## config.mk

```make
export PLATFORM = sky130hd
export DESIGN_NAME = preset_cmd_seq_flat
export DESIGN_NICKNAME = d
export VERILOG_FILES = /design/src/preset_cmd_pkg.sv /design/src/preset_cmd_if.sv /design/src/preset_cmd_seq.sv /design/src/flat_wrapper.sv
export VERILOG_INCLUDE_DIRS = /design/src
export SDC_FILE = /design/constraint.sdc
export NUM_CORES = 1
export LEC_CHECK = 0
export ABC_AREA = 1
export ABC_CLOCK_PERIOD_IN_PS = 2490
export CORE_MARGIN = 2
export CORE_UTILIZATION = 65
export DETAILED_ROUTE_END_ITERATION = 8
export DONT_BUFFER_PORTS = 1
export PLACE_DENSITY = 0.87
export SETUP_SLACK_MARGIN = 0.2
export SYNTH_ARGS = -nofsm -noshare
export SYNTH_HDL_FRONTEND = slang
export SYNTH_HIERARCHICAL = 1
export SYNTH_SLANG_ARGS = --single-unit
```

## constraint.sdc

```tcl
create_clock -name clk_sys -period 2.49 [get_ports clk_sys]
set_input_delay 0.249 -clock clk_sys [delete_from_list [all_inputs] [get_ports clk_sys]]
set_output_delay 0.249 -clock clk_sys [all_outputs]
set_load 0.01 [all_outputs]
```

## src/preset_cmd_regs.svh

```systemverilog
// constants for the preset table command link
`ifndef PRESET_CMD_REGS_SVH
`define PRESET_CMD_REGS_SVH
`define ACT_SET 3'h0
`define ACT_RESET 3'h1
`define ACT_PULSE_ON 3'h2
`define ACT_PULSE_OFF 3'h3
`define ACT_TOGGLE 3'h4
`define ACT_RESET_COUNT 3'h5
`define ACT_MAX 3'h5
`define PRESET_MAX 32'h7FFF4020
`define OUTPUT_MAX 2'h3
`define MODULE_LATENCY 4'h3
`endif

```

## src/preset_cmd_pkg.sv

```systemverilog
// types shared by the command sequencer and the module end
`default_nettype none
package preset_cmd_pkg;
   typedef enum logic [1:0] {
      OP_NONE,
      OP_EDIT_RELOAD,
      OP_INIT_SINGLE
   } op_t;
   typedef struct packed {
      op_t op;
      logic [7:0] module_selector;
      logic [1:0] output_sel;
      logic [7:0] table_num;
      logic [7:0] entry_idx;
      logic [2:0] action;
      logic [15:0] pulse_time;
      logic [31:0] preset_count;
   } cmd_t;
endpackage : preset_cmd_pkg
`default_nettype wire

```

## src/preset_cmd_if.sv

```systemverilog
// link between the controller sequencer and the counter module
`timescale 1ns/10ps
`default_nettype none
interface preset_cmd_if;
   import preset_cmd_pkg::*;
   logic req; // command valid, held until done
   cmd_t cmd; // command payload
   logic done; // one-cycle completion pulse
   logic ok; // accepted when done is high
   modport ctrl (output req, output cmd, input done, input ok);
   modport module_end (input req, input cmd, output done, output ok);
endinterface : preset_cmd_if
`default_nettype wire

```

## src/preset_cmd_seq.sv

```systemverilog
// controller-side sequencer for the edit-and-reload and init-table commands
// Summary of operation
// - start edit only on rising enable
// - edit and reload in one transaction
// - completion never in the triggering scan
// - exactly one of success or error
// - error code read by separate command
// - action codes 0 to 5 as listed
// - pulse time used only for pulses
// - workspace owned by this instance only
// - selector, table, entry range 0-255
// - entry index zero is first entry
// - action code limited to 0-5
// - pulse time is unsigned 16-bit
// - preset 32-bit, limited range
// - one entry changed per command
// - edited table active only after reload
// - init builds one-entry volatile table
`timescale 1ns/10ps
`default_nettype none
`include "preset_cmd_regs.svh"
module preset_cmd_seq
   import preset_cmd_pkg::*;
(
   input wire logic clk_sys, // scan clock
   input wire logic reset_n, // async reset, active low
   input wire logic edit_en, // edit-and-reload enable
   input wire logic init_en, // init-table enable
   input wire logic [7:0] module_selector, // target module
   input wire logic [1:0] output_sel, // target output
   input wire logic [7:0] table_num, // table to edit
   input wire logic [7:0] entry_idx, // entry, zero based
   input wire logic [2:0] action, // entry action code
   input wire logic [15:0] pulse_time, // pulse duration
   input wire logic [31:0] preset_count, // preset count
   output logic busy, // command in flight
   output logic success, // completed and accepted
   output logic error, // completed and refused
   preset_cmd_if.ctrl link // to module
);
   // command state, result flags and the private workspace
   typedef enum logic {IDLE, WAIT} st_t;
   st_t st_r, st_nxt;
   logic success_r, success_nxt, error_r, error_nxt;
   cmd_t cmd_r, cmd_nxt; // workspace, private to this instance
   logic edit_rise, init_rise;
   logic start_edit, start_init, start_any;
   logic pulse_kind, finish;

   ////////////////////////////////////////////////////////////////
   // edge detect: a held enable never retriggers
   enable_rise i_enable_rise_edit (
      .clk_sys(clk_sys), // scan clock
      .reset_n(reset_n), // async reset
      .level(edit_en), // edit enable level
      .rise(edit_rise)
   );
   enable_rise i_enable_rise_init (
      .clk_sys(clk_sys), // scan clock
      .reset_n(reset_n), // async reset
      .level(init_en), // init enable level
      .rise(init_rise) // one scan per new request
   );

   ////////////////////////////////////////////////////////////////
   // trigger qualification; a rise while busy is dropped, not queued
   assign start_edit = (st_r == IDLE) && edit_rise;
   // edit wins if both rise together; the init request is lost
   assign start_init = (st_r == IDLE) && init_rise && !edit_rise;
   assign start_any = start_edit || start_init;
   // pulse time only matters for the two pulse actions
   assign pulse_kind = (action == `ACT_PULSE_ON) || (action == `ACT_PULSE_OFF);
   // the answer is only looked at while waiting, never in the trigger scan
   assign finish = (st_r == WAIT) && link.done;

   ////////////////////////////////////////////////////////////////
   // command state: idle until a trigger, waiting until the module answers
   always_comb begin
      st_nxt = st_r;
      unique case (st_r)
         IDLE: begin
            if (start_any) begin
               st_nxt = WAIT;
            end
         end
         WAIT: begin
            if (finish) begin
               st_nxt = IDLE;
            end
         end
      endcase
   end

   // state register
   always_ff @(posedge clk_sys or negedge reset_n) begin
      if (!reset_n) begin
         st_r <= IDLE;
      end else begin
         st_r <= st_nxt;
      end
   end

   ////////////////////////////////////////////////////////////////
   // result flags: sticky until the next trigger clears them
   always_comb begin
      success_nxt = success_r;
      error_nxt = error_r;
      unique case (st_r)
         IDLE: begin
            if (start_any) begin
               success_nxt = 1'b0;
               error_nxt = 1'b0;
            end
         end
         WAIT: begin
            if (finish) begin
               success_nxt = link.ok;
               error_nxt = ~link.ok;
            end
         end
      endcase
   end

   // flag registers
   always_ff @(posedge clk_sys or negedge reset_n) begin
      if (!reset_n) begin
         success_r <= 1'b0;
         error_r <= 1'b0;
      end else begin
         success_r <= success_nxt;
         error_r <= error_nxt;
      end
   end

   ////////////////////////////////////////////////////////////////
   // workspace: the payload is captured once on the trigger and held,
   // so the caller may move its inputs while the command runs
   always_comb begin
      cmd_nxt = cmd_r;
      unique case (st_r)
         IDLE: begin
            if (start_any) begin
               cmd_nxt.op = start_edit ? OP_EDIT_RELOAD : OP_INIT_SINGLE;
               cmd_nxt.module_selector = module_selector;
               cmd_nxt.output_sel = output_sel;
               // init builds a fresh one-entry table, so no table or entry is named
               cmd_nxt.table_num = start_edit ? table_num : 8'h00;
               cmd_nxt.entry_idx = start_edit ? entry_idx : 8'h00;
               cmd_nxt.action = action;
               cmd_nxt.pulse_time = pulse_kind ? pulse_time : 16'h0000;
               cmd_nxt.preset_count = preset_count;
            end
         end
         WAIT: begin
            if (finish) begin
               cmd_nxt.op = OP_NONE;
            end
         end
      endcase
   end

   // workspace register
   always_ff @(posedge clk_sys or negedge reset_n) begin
      if (!reset_n) begin
         cmd_r <= '0;
      end else begin
         cmd_r <= cmd_nxt;
      end
   end

   ////////////////////////////////////////////////////////////////
   // outputs; error detail is fetched by a separate command
   // busy and req are the same state bit seen from two sides
   assign link.req = (st_r == WAIT);
   assign link.cmd = cmd_r;
   assign busy = (st_r == WAIT);
   assign success = success_r;
   assign error = error_r;
endmodule : preset_cmd_seq

////////////////////////////////////////////////////////////////
// rising-edge detector for a level enable from logic on the scan clock
// resets low, so an enable already high at release counts as a rise
module enable_rise (
   input wire logic clk_sys, // scan clock
   input wire logic reset_n, // async reset, active low
   input wire logic level, // enable level
   output logic rise // high in the scan the level first goes high
);
   logic last_r, last_nxt;

   // level seen at the previous scan
   always_comb begin
      last_nxt = level;
   end

   // history register
   always_ff @(posedge clk_sys or negedge reset_n) begin
      if (!reset_n) begin
         last_r <= 1'b0;
      end else begin
         last_r <= last_nxt;
      end
   end

   // one scan per low-to-high change; a held level gives nothing more
   assign rise = level & ~last_r;
endmodule : enable_rise
`default_nettype wire

```

## src/flat_wrapper.sv

```systemverilog
// flat-port wrapper written by rule: the top's interface ports become plain ports
module preset_cmd_seq_flat import preset_cmd_pkg::*;
  (clk_sys, reset_n, edit_en, init_en, module_selector, output_sel, table_num, entry_idx, action, pulse_time, preset_count, busy, success, error, link_req, link_cmd, link_done, link_ok);
  preset_cmd_if link_i ();
  input wire logic clk_sys;
  input wire logic reset_n;
  input wire logic edit_en;
  input wire logic init_en;
  input wire logic [7:0] module_selector;
  input wire logic [1:0] output_sel;
  input wire logic [7:0] table_num;
  input wire logic [7:0] entry_idx;
  input wire logic [2:0] action;
  input wire logic [15:0] pulse_time;
  input wire logic [31:0] preset_count;
  output logic busy;
  output logic success;
  output logic error;
  output wire logic [$bits(link_i.req)-1:0] link_req;
  output wire logic [$bits(link_i.cmd)-1:0] link_cmd;
  input wire logic [$bits(link_i.done)-1:0] link_done;
  input wire logic [$bits(link_i.ok)-1:0] link_ok;
  assign link_req = link_i.req;
  assign link_cmd = link_i.cmd;
  assign link_i.done = link_done;
  assign link_i.ok = link_ok;
  preset_cmd_seq u_core (.clk_sys(clk_sys), .reset_n(reset_n), .edit_en(edit_en), .init_en(init_en), .module_selector(module_selector), .output_sel(output_sel), .table_num(table_num), .entry_idx(entry_idx), .action(action), .pulse_time(pulse_time), .preset_count(preset_count), .busy(busy), .success(success), .error(error), .link(link_i));
endmodule
```

== After elaboration in Yosys (flattened, before gate mapping) ==
Index checks and enable logic that the tools add are counted.
Word-level totals
  register bits after elaboration: 84
  output and inout bits: 83
Operators by class
  equal/unequal tests: 4
  mux-type cells: 15
  bitwise logic cells: 6
  reductions and logical operators: 9
Operators with widths (count)
  2-to-1 mux 79 bit: 1
  2-to-1 mux 16 bit: 1
  2-to-1 mux 8 bit: 2
  == test 3 x 2 -> 1 bit, second input constant: 2
  case mux 1 bit (2 select lines): 3
  2-to-1 mux 1 bit: 5
  logical AND 1 bit: 4
  2-to-1 mux 2 bit: 2
  inverter 1 bit: 4
  case mux 2 bit (2 select lines): 1
  AND reduction 2 bit: 2
  AND 1 bit: 2
  logical OR 1 bit: 2
  inequality test 2 x 1 -> 1 bit, second input constant: 1
  inequality test 2 bit, second input constant: 1
  zero test 1 bit: 1

== Longest topological paths before layout ==
Gate-level depths: netlist of run 1.
  depth after elaboration: 7
  mapped depth: 8
  gate-level depth less buffers: 6

== By module ==
The synthesis of run 1 kept the hierarchy.
Modules (own cells, without submodules)
  preset_cmd_seq: times used 1, cells an instance 352, area each 3194.3 sq um, seq. area each 2052.0 sq um
  enable_rise: times used 2, cells an instance 3, area each 35.0 sq um, seq. area each 25.0 sq um

== Least setup slack after synthesis of run 1 ==
No wires, ideal clock.
  path type: flip-flop to flip-flop
  start point: register u_core.st_r, in the netlist u_core/busy
  end point: register u_core.cmd_r, in the netlist u_core/link.cmd[57]
  library setup time: 66 ps
  arrival time: 1158 ps
  required time: 2424 ps
  slack: 1265 ps
  cell stages (with the launch flop): 6
  path through: dfrtp_1 -> inv_1 -> buf_2 -> buf_1 -> nand3_1 -> nand2_1
Between the ends
  cells in the longest elaborated chain, start to end: 5
  elaborated cells between the ends (all ways): 7
  classes of those cells: mux (1); bitwise (1); reduce/logical (5)
Ends and longest elaborated chain
  start, declared: RTL line preset_cmd_seq.sv:43  | st_t st_r, st_nxt;
  start signal, assigned: RTL line preset_cmd_seq.sv:99  | st_r <= st_nxt;
  inverter 1 bit (no line) *
  logical AND 1 bit (2 in a row): RTL line preset_cmd_seq.sv:69  | assign start_init = (st_r == IDLE) && init_rise && !edit_rise;
  logical OR 1 bit: RTL line preset_cmd_seq.sv:70  | assign start_any = start_edit || start_init;
  AND reduction 2 bit (no line)
  end signal, assigned: RTL line preset_cmd_seq.sv:167  | cmd_r <= cmd_nxt;
  end, declared: RTL line preset_cmd_seq.sv:45  | cmd_t cmd_r, cmd_nxt;
Mark *: on every way between the ends. The rest lies on a longest branch, timed or not.
A chain may end at the register's enable or synchronous reset.

== Worst setup path after layout of run 1 ==
  start point: register u_core.i_enable_rise_edit.last_r
  end point: register u_core.cmd_r, in the netlist u_core/link.cmd[4]
Between the ends
  cells in the longest elaborated chain, start to end: 6
  elaborated cells between the ends (all ways): 7
  classes of those cells: bitwise (2); reduce/logical (5)
Ends and longest elaborated chain
  start, declared: RTL line preset_cmd_seq.sv:190  | logic last_r, last_nxt;
  start signal, assigned: RTL line preset_cmd_seq.sv:202  | last_r <= last_nxt;
  inverter 1 bit *: RTL line preset_cmd_seq.sv:207  | assign rise = level & ~last_r;
  AND 1 bit *: RTL line preset_cmd_seq.sv:207
  via u_core.edit_rise: RTL line preset_cmd_seq.sv:46  | logic edit_rise, init_rise;
  zero test 1 bit: RTL line preset_cmd_seq.sv:69
  logical AND 1 bit: RTL line preset_cmd_seq.sv:69
  logical OR 1 bit *: RTL line preset_cmd_seq.sv:70
  AND reduction 2 bit (no line) *
Mark *: on every way through the listed nets, which the timed path passes. The rest lies on a longest branch.

==> results of run 1 <==
-- worst paths after layout --
kind	to	from	cells past startpoint
worst max-delay path	u_core/link.cmd[4]	u_core/i_enable_rise_edit/last_r	5
worst min-delay path	u_core/link.cmd[30]	preset_count[30]	2
worst max register to register	u_core/link.cmd[4]	u_core/i_enable_rise_edit/last_r	5
worst min register to register	u_core/link.cmd[69]	u_core/link.cmd[69]	2
max in group asynchronous	u_core/link.cmd[4]	reset_n	2
min in group asynchronous	u_core/link.cmd[20]	reset_n	2
-- final cells by class --
type | instances | area (um2)
multi-input cells | 247 | 1018
clock buffers | 12 | 155.1
inverters | 5 | 18.77
clock inverters | 4 | 47.55
well taps | 67 | 83.83
flip-flops and latches | 84 | 2102
repair buffers | 13 | 137.6
fillers | 359 | 1222
-- power by group through the flow --
stage	clock (mW)	sequential [mW]	combinational [mW]
finish	0.963	2.01	0.438
global route	1.04	2.05	0.511
CTS	0.979	2.02	0.432
detailed placement	0	2.04	0.398
global placement	0	2.03	0.368
floorplan	0	1.96	0.355
-- registers in the layout, summed over array words and instances (netlist names) --
register	cells
u_core/busy	1
u_core/error	1
u_core/i_enable_rise_edit/last_r	1
u_core/i_enable_rise_init/last_r	1
u_core/link.cmd	79
u_core/success	1
-- routing by layer --
layer,vias up,track usage (%)
met2,123,38.60
met4,0,12.90
met3,12,8.300
li1,1112,-
met5,-,0
met1,1085,30.61
-- worst reg2reg max path, cell delays in order, from the launching register on --
cell	delay, ns
sky130_fd_sc_hd__dfrtp_1	0.34
sky130_fd_sc_hd__nor2_2	0.06
sky130_fd_sc_hd__o21ai_4	0.72
sky130_fd_sc_hd__inv_2	0.56
sky130_fd_sc_hd__nand2_1	0.17
sky130_fd_sc_hd__nand2_1	0.09
-- stage by stage --
stage          util [%]  setup slack [ns]  area (um2)  hold slack, ns
3_5_place_dp      67.97            0.5005        3253        -0.04547
5_1_grt           74.46            0.2306        3563        0.003045
2_1_floorplan         -             1.265        3264        -0.04659
3_3_place_gp      67.97            0.5833        3253        -0.04522
4_1_cts           73.62            0.4829        3523        0.001068
6_report          74.46            0.4256        3563         0.02018
-- cell families (layout without fill, tap and decap cells) --
family / Yosys count / after routing / synth area share, %
compound gates: 20 / 20 / 3.488
buf+inv: 27 / 34 / 4.408
flops: 84 / 84 / 64.39
simple gates: 227 / 227 / 27.71
-- what timing repair did --
action,4_1_cts,5_1_grt
hold endpoints to repair,87,4
hold buffers,5,4
endpoints found under the setup margin,0,0
buffers inserted,0,0
-- Yosys cell counts --
cell and instances:
sky130_fd_sc_hd__nor2_2 2, sky130_fd_sc_hd__buf_6 3, sky130_fd_sc_hd__o21ai_4 1, sky130_fd_sc_hd__buf_4 1, sky130_fd_sc_hd__inv_2 1, sky130_fd_sc_hd__nand3_1 36, sky130_fd_sc_hd__buf_1 2, sky130_fd_sc_hd__o21ai_0 18
sky130_fd_sc_hd__inv_1 3, sky130_fd_sc_hd__a21boi_0 1, sky130_fd_sc_hd__clkinv_1 1, sky130_fd_sc_hd__clkbuf_1 3, sky130_fd_sc_hd__buf_2 13, sky130_fd_sc_hd__dfrtp_1 84, sky130_fd_sc_hd__or2_2 1, sky130_fd_sc_hd__nand2_1 188
==> impl_metrics.env, run 1 <==
export IMPL_post_synth_cell_area_avg_um2=9.118
export IMPL_grt_max_degree=85
export IMPL_crit_path_top_delay_cell="sky130_fd_sc_hd__o21ai_4"
export IMPL_die_height_um=74.87
export IMPL_drt_vias_per_instance=5.398
export IMPL_area_growth_pct=9.161
export IMPL_clock_insertion_delay_worst_skew_ns=0.34
export IMPL_route_vias_total=2332
export IMPL_largest_area_contributor_in_the_synthesized_netlist="sky130_fd_sc_hd__dfrtp_1"
export IMPL_placeable_core_area_mm2=0.004786
export IMPL_critical_path_s_top_delay_family="compound AO/OA/AOI/OAI gates"
export IMPL_setup_viol=0
export IMPL_cts_root_buf="sky130_fd_sc_hd__clkbuf_8"
export IMPL_timing_critical_path_arrival_ns=2.27
export IMPL_cap_violations=0
export IMPL_end_kind="flip-flop"
export IMPL_place_congestion=0.7211
export IMPL_start_util_pct=68.21
export IMPL_final_min_clock_period_ns=2.064
export IMPL_total_of_buffers_placed_on_input_and_output_ports=0
export IMPL_yosys_cell_types_count=16
export IMPL_final_layout_size_suffix_gt1_share_pct=6.849
export IMPL_share_comb_of_total_power_pct=12.8
export IMPL_leakage_nw=1.870
export IMPL_cts_resized_gates=0
export IMPL_wirelength_met1_um=2702
export IMPL_layout_commonest_cell="sky130_fd_sc_hd__nand2_1"
export IMPL_power_per_cell_area_mw_per_mm2=957.5
export IMPL_clk_pwr_share_pct=28.2
export IMPL_status="finished, final reports clean"
export IMPL_cp_cell_sequence="nor2_2 -> o21ai_4 -> inv_2 -> nand2_1 -> nand2_1"
export IMPL_critical_path_s_most_frequent_cell="sky130_fd_sc_hd__nand2_1"
export IMPL_std_cell_rows=25
export IMPL_antenna_cells=0
export IMPL_clock_tree_htree_level_count=3
export IMPL_dp_final_hpwl_um=4614
export IMPL_finalHoldViolations=0
export IMPL_dr_first_iter_drc_count=187
export IMPL_ys_seq_elements=84
export IMPL_place_inst=407
export IMPL_drt_pass1_iter_count=4
export IMPL_route_antenna_remaining_nets=0
export IMPL_cp_buffers_inverters=1
export IMPL_rsz_0062_raised_after_global_routing="false"
export IMPL_cts_buffers=9
export IMPL_cts_num_sinks=84
export IMPL_critical_path_max_stage_delay_ns=0.72
export IMPL_cp_start_kind="flip-flop"
export IMPL_intPower_mw=2.322
export IMPL_ys_warn_count=6
export IMPL_detail_route_wl_per_cell_um=16.30
export IMPL_syn_area_mm2=0.003264
export IMPL_power_sequential_fraction_pct=58.9
export IMPL_grt_overflow_total=0
export IMPL_track_usage_pct=24.65
export IMPL_synthCells=358
export IMPL_path_class="flip-flop to flip-flop"
export IMPL_synth_sequential_area_ratio_pct=64.39
export IMPL_power_switching_mw=1.089
export IMPL_antenna_found_initial=0
export IMPL_vias_in_the_first_global_route=2180
export IMPL_die_area_mm2=0.005605
export IMPL_timing_critical_path_required_ns=2.70
export IMPL_worst_slew_pin_slew_ns=0.9135
export IMPL_max_vdd_ir_drop_mv=0.6008
export IMPL_p_sw_share_pct=31.93
export IMPL_post_route_period_util_pct=82.91
export IMPL_grt_pass1_wl_um=10250
export IMPL_worst_min_delay_path_category="input pin to flip-flop"
export IMPL_relSlewSlack_pct=38.87
export IMPL_peak_freq_mhz=484.4
export IMPL_finalNetCount=443
export IMPL_route_met2_wl_um=3550
export IMPL_die_width_um=74.87
export IMPL_wirelength_um=7041
export IMPL_top_layer_used="met4"
export IMPL_final_instance_count_excl_fill=432
export IMPL_total_negative_slack_for_setup_checks_ns=0
export IMPL_cp_max_fo=44
export IMPL_clock_transition_at_the_registers_of_the_reported_paths_ns=0.08
export IMPL_setup_reg_to_reg_worst_slack_ns=0.43
export IMPL_total_power_mw=3.412
export IMPL_netlist_top_cells_area="sky130_fd_sc_hd__dfrtp_1 64%, sky130_fd_sc_hd__nand2_1 22%, sky130_fd_sc_hd__nand3_1 5.5%"
export IMPL_mappedNetlistNets=441
export IMPL_final_cell_mix="188 x sky130_fd_sc_hd__nand2_1, 84 x sky130_fd_sc_hd__dfrtp_1, 36 x sky130_fd_sc_hd__nand3_1"
export IMPL_synth_top_area_share_pct=64.39
export IMPL_cts_tree="built"
export IMPL_finalMaxSlewViolations=0
export IMPL_drc=0
export IMPL_cts_max_path_buffers=2
export IMPL_io_pins=166
export IMPL_route_met3_wl_um=692
export IMPL_timing_clock_skew_ns=0.01137
(Power assumes the default switching activity.)
==> inputs of run 2 (changes only) <==
--- a/config.mk
+++ b/config.mk
@@ -6,13 +6,13 @@
 export SDC_FILE = /design/constraint.sdc
 export NUM_CORES = 1
 export LEC_CHECK = 0
-export ABC_AREA = 1
-export ABC_CLOCK_PERIOD_IN_PS = 2490
+export ABC_AREA = 0
+export ABC_CLOCK_PERIOD_IN_PS = 2100
 export CORE_MARGIN = 2
-export CORE_UTILIZATION = 65
+export CORE_UTILIZATION = 62
 export DETAILED_ROUTE_END_ITERATION = 8
 export DONT_BUFFER_PORTS = 1
-export PLACE_DENSITY = 0.87
+export PLACE_DENSITY = 0.84
 export SETUP_SLACK_MARGIN = 0.2
 export SYNTH_ARGS = -nofsm -noshare
 export SYNTH_HDL_FRONTEND = slang
==> constraint.sdc (replaced) <==
create_clock -name clk_sys -period 2.1 [get_ports clk_sys]
set_input_delay 0.21 -clock clk_sys [delete_from_list [all_inputs] [get_ports clk_sys]]
set_output_delay 0.21 -clock clk_sys [all_outputs]
set_load 0.01 [all_outputs]
==> run 2 against run 1 <==
- the flow now finishes with violations (hold timing)
- critical path depth down 1
- design area up 4.6%
- core utilization decreased by 0.54 points
- die area rose by 3.0%
- register-to-register slack better by 0.19 ns
- flip-flop and latch count unchanged
- synthesized area is 1.6% lower
- maximum frequency is 39% higher
- clock skew is 0.0014 ns lower
- critical path type unchanged
- critical endpoint is now u_core/link.cmd[31]
==> impl_metrics.env, run 2 <==
export IMPL_cts_root_buf="sky130_fd_sc_hd__clkbuf_8"
export IMPL_die_height_um=75.98
export IMPL_antenna_cells=0
export IMPL_cp_start_kind="flip-flop"
export IMPL_cts_resized_gates=0
export IMPL_route_vias_total=1860
export IMPL_finalHoldViolations=84
export IMPL_synth_top_area_share_pct=65.45
export IMPL_track_usage_pct=23.19
export IMPL_place_inst=289
export IMPL_ys_seq_elements=84
export IMPL_rsz_0062_raised_after_global_routing="false"
export IMPL_relSlewSlack_pct=75.52
export IMPL_syn_area_mm2=0.003212
export IMPL_post_route_period_util_pct=70.55
export IMPL_hold_buffers=26
export IMPL_timing_critical_path_required_ns=2.31
export IMPL_critical_path_max_stage_delay_ns=0.39
export IMPL_std_cell_rows=26
export IMPL_clock_tree_htree_level_count=3
export IMPL_largest_register_ff_count=79
export IMPL_io_pins=166
export IMPL_timing_critical_path_arrival_ns=1.69
export IMPL_cp_startpoint="u_core/i_enable_rise_edit/last_r"
export IMPL_finalHoldWorstSlack_ns=-0.4331
export IMPL_cts_buffers=9
export IMPL_setup_reg_to_reg_worst_slack_ns=0.62
export IMPL_final_layout_size_suffix_gt1_share_pct=25.76
export IMPL_largest_area_contributor_in_the_synthesized_netlist="sky130_fd_sc_hd__dfrtp_1"
export IMPL_synth_enable_flop_cells=0
export IMPL_route_antenna_remaining_nets=0
export IMPL_post_cts_setup_buffer_count=0
export IMPL_total_power_mw=4.165
export IMPL_post_synth_cell_area_avg_um2=14.03
export IMPL_layout_commonest_cell="sky130_fd_sc_hd__dfrtp_1"
export IMPL_ys_async_sr_fraction_pct=100.0
export IMPL_synth_commonest_cells="84 x sky130_fd_sc_hd__dfrtp_1, 45 x sky130_fd_sc_hd__mux2_2, 36 x sky130_fd_sc_hd__nand2_1"
export IMPL_placeable_core_area_mm2=0.005042
export IMPL_yosysMostFrequentCell="sky130_fd_sc_hd__dfrtp_1"
export IMPL_drt_vias_per_instance=5.569
export IMPL_drc=0
export IMPL_clock_transition_at_the_registers_of_the_reported_paths_ns=0.08
export IMPL_worst_min_delay_path_category="input pin to asynchronous set/reset pin"
export IMPL_peak_freq_mhz=675.0
export IMPL_cts_num_sinks=84
export IMPL_grt_overflow_total=0
export IMPL_number_of_filler_cells_placed_in_the_layout=331
export IMPL_die_area_mm2=0.005772
export IMPL_grt_pass1_wl_um=10280
export IMPL_crit_path_top_delay_cell="sky130_fd_sc_hd__mux2_2"
export IMPL_drt_pass1_iter_count=4
export IMPL_total_of_buffers_placed_on_input_and_output_ports=0
export IMPL_end_kind="flip-flop"
export IMPL_path_class="flip-flop to flip-flop"
export IMPL_wirelength_um=6398
export IMPL_cp_cell_sequence="nor2b_4 -> o21bai_4 -> buf_4 -> mux2_2"
export IMPL_synthCells=229
export IMPL_timing_clock_skew_ns=0.01000
export IMPL_start_util_pct=63.70
export IMPL_cp_max_fo=39
export IMPL_area_growth_pct=16.05
export IMPL_setup_viol=0
export IMPL_finalCoreUtilization_pct=73.92
export IMPL_final_cell_mix="84 x sky130_fd_sc_hd__dfrtp_1, 45 x sky130_fd_sc_hd__mux2_2, 36 x sky130_fd_sc_hd__nand2_1"
export IMPL_clock_insertion_delay_worst_skew_ns=0.33
export IMPL_final_min_clock_period_ns=1.481
export IMPL_dr_first_iter_drc_count=98
export IMPL_synth_top_flop_cell="sky130_fd_sc_hd__dfrtp_1"
export IMPL_yosys_cell_types_count=19
export IMPL_r2r_start="u_core/i_enable_rise_edit/last_r"
export IMPL_finalNetCount=342
export IMPL_synth_sequential_area_ratio_pct=65.45
export IMPL_total_negative_slack_for_setup_checks_ns=0
export IMPL_cap_violations=0
export IMPL_finalMaxSlewViolations=0
export IMPL_detail_route_wl_per_cell_um=19.16
export IMPL_cts_max_path_buffers=2
export IMPL_violations="hold timing"
export IMPL_ys_warn_count=6
export IMPL_vias_in_the_first_global_route=1994
export IMPL_leakage_nw=1.656
export IMPL_grt_max_degree=85
export IMPL_worst_slew_pin_slew_ns=0.3673
export IMPL_die_width_um=75.98
export IMPL_status="complete, but fails checks"
export IMPL_final_instance_count_excl_fill=334
export IMPL_antenna_found_initial=0
export IMPL_netlist_top_cells_area="sky130_fd_sc_hd__dfrtp_1 65%, sky130_fd_sc_hd__mux2_2 16%, sky130_fd_sc_hd__a22o_1 4.4%"
export IMPL_mappedNetlistNets=312
export IMPL_place_congestion=0.6772
export IMPL_cts_tree="built"
export IMPL_power_per_cell_area_mw_per_mm2=1117
export IMPL_max_vdd_ir_drop_mv=0.6776
[run 2: routing by layer]
metal  GRT usage, %  up-vias  part of all wire [%]
li1               -      844                     -
met1          26.57      886                    35
met2          39.64      115                    53
met3          8.057       15                   9.5
met4          10.18        0                   2.2
met5              0        -                     0
[run 2: cell type report]
cell class / instances / area, um2 / area share (%)
clock buffer: 11 / 141.4 / 3.793
clock inverter: 5 / 75.07 / 2.014
inverter: 2 / 7.507 / 0.2014
multi-input combinational: 128 / 973.4 / 26.12
sequential: 84 / 2102 / 56.39
tap: 70 / 87.58 / 2.350
timing repair buffer: 34 / 340.3 / 9.131
[run 2: stage by stage]
stage	cell area, um2	setup slack (ns)	hold WS (ns)
final	3727	0.6185	-0.4331
after global routing	3727	0.5484	-0.4627
after CTS	3697	0.6254	-0.4502
after detailed placement	3221	0.6372	-0.08389
after global placement	3221	0.6604	-0.08400
after floorplan	3212	0.7493	-0.08559
[run 2: final timing paths]
| path | endpoint | cells after the start |
|---|---|---|
| max | u_core/link.cmd[31] | 4 |
| min | u_core/link.cmd[70] | 0 |
| max reg2reg | u_core/link.cmd[31] | 4 |
| min reg2reg | u_core/link.cmd[39] | 2 |
| max in group asynchronous | u_core/link.cmd[56] | 0 |
| min in group clk_sys | u_core/link.cmd[40] | 2 |
[run 2: power by group]
part,switching (mW),leakage [nW],internal (mW)
logic,0.219,0.507,0.338
clock network,0.506,0.113,0.697
registers,0.427,1.04,1.98
[run 2: worst max-delay path: cells and delay by family, from the launching register on]
family	cells	cell delay, ns
compound gates	1	0.16
mux	1	0.39
buf+inv	1	0.37
flops	1	0.37
simple gates	1	0.06
[run 2: cell families (layout without fill, tap and decap cells)]
kind of cell	count (synthesis)	after routing	share of synthesized area (%)
buffers and inverters	17	52	4.246
AOI/OAI and AO/OA	38	38	8.297
and+or+nand+nor	45	45	6.233
muxes	45	45	15.78
DFF	84	84	65.45
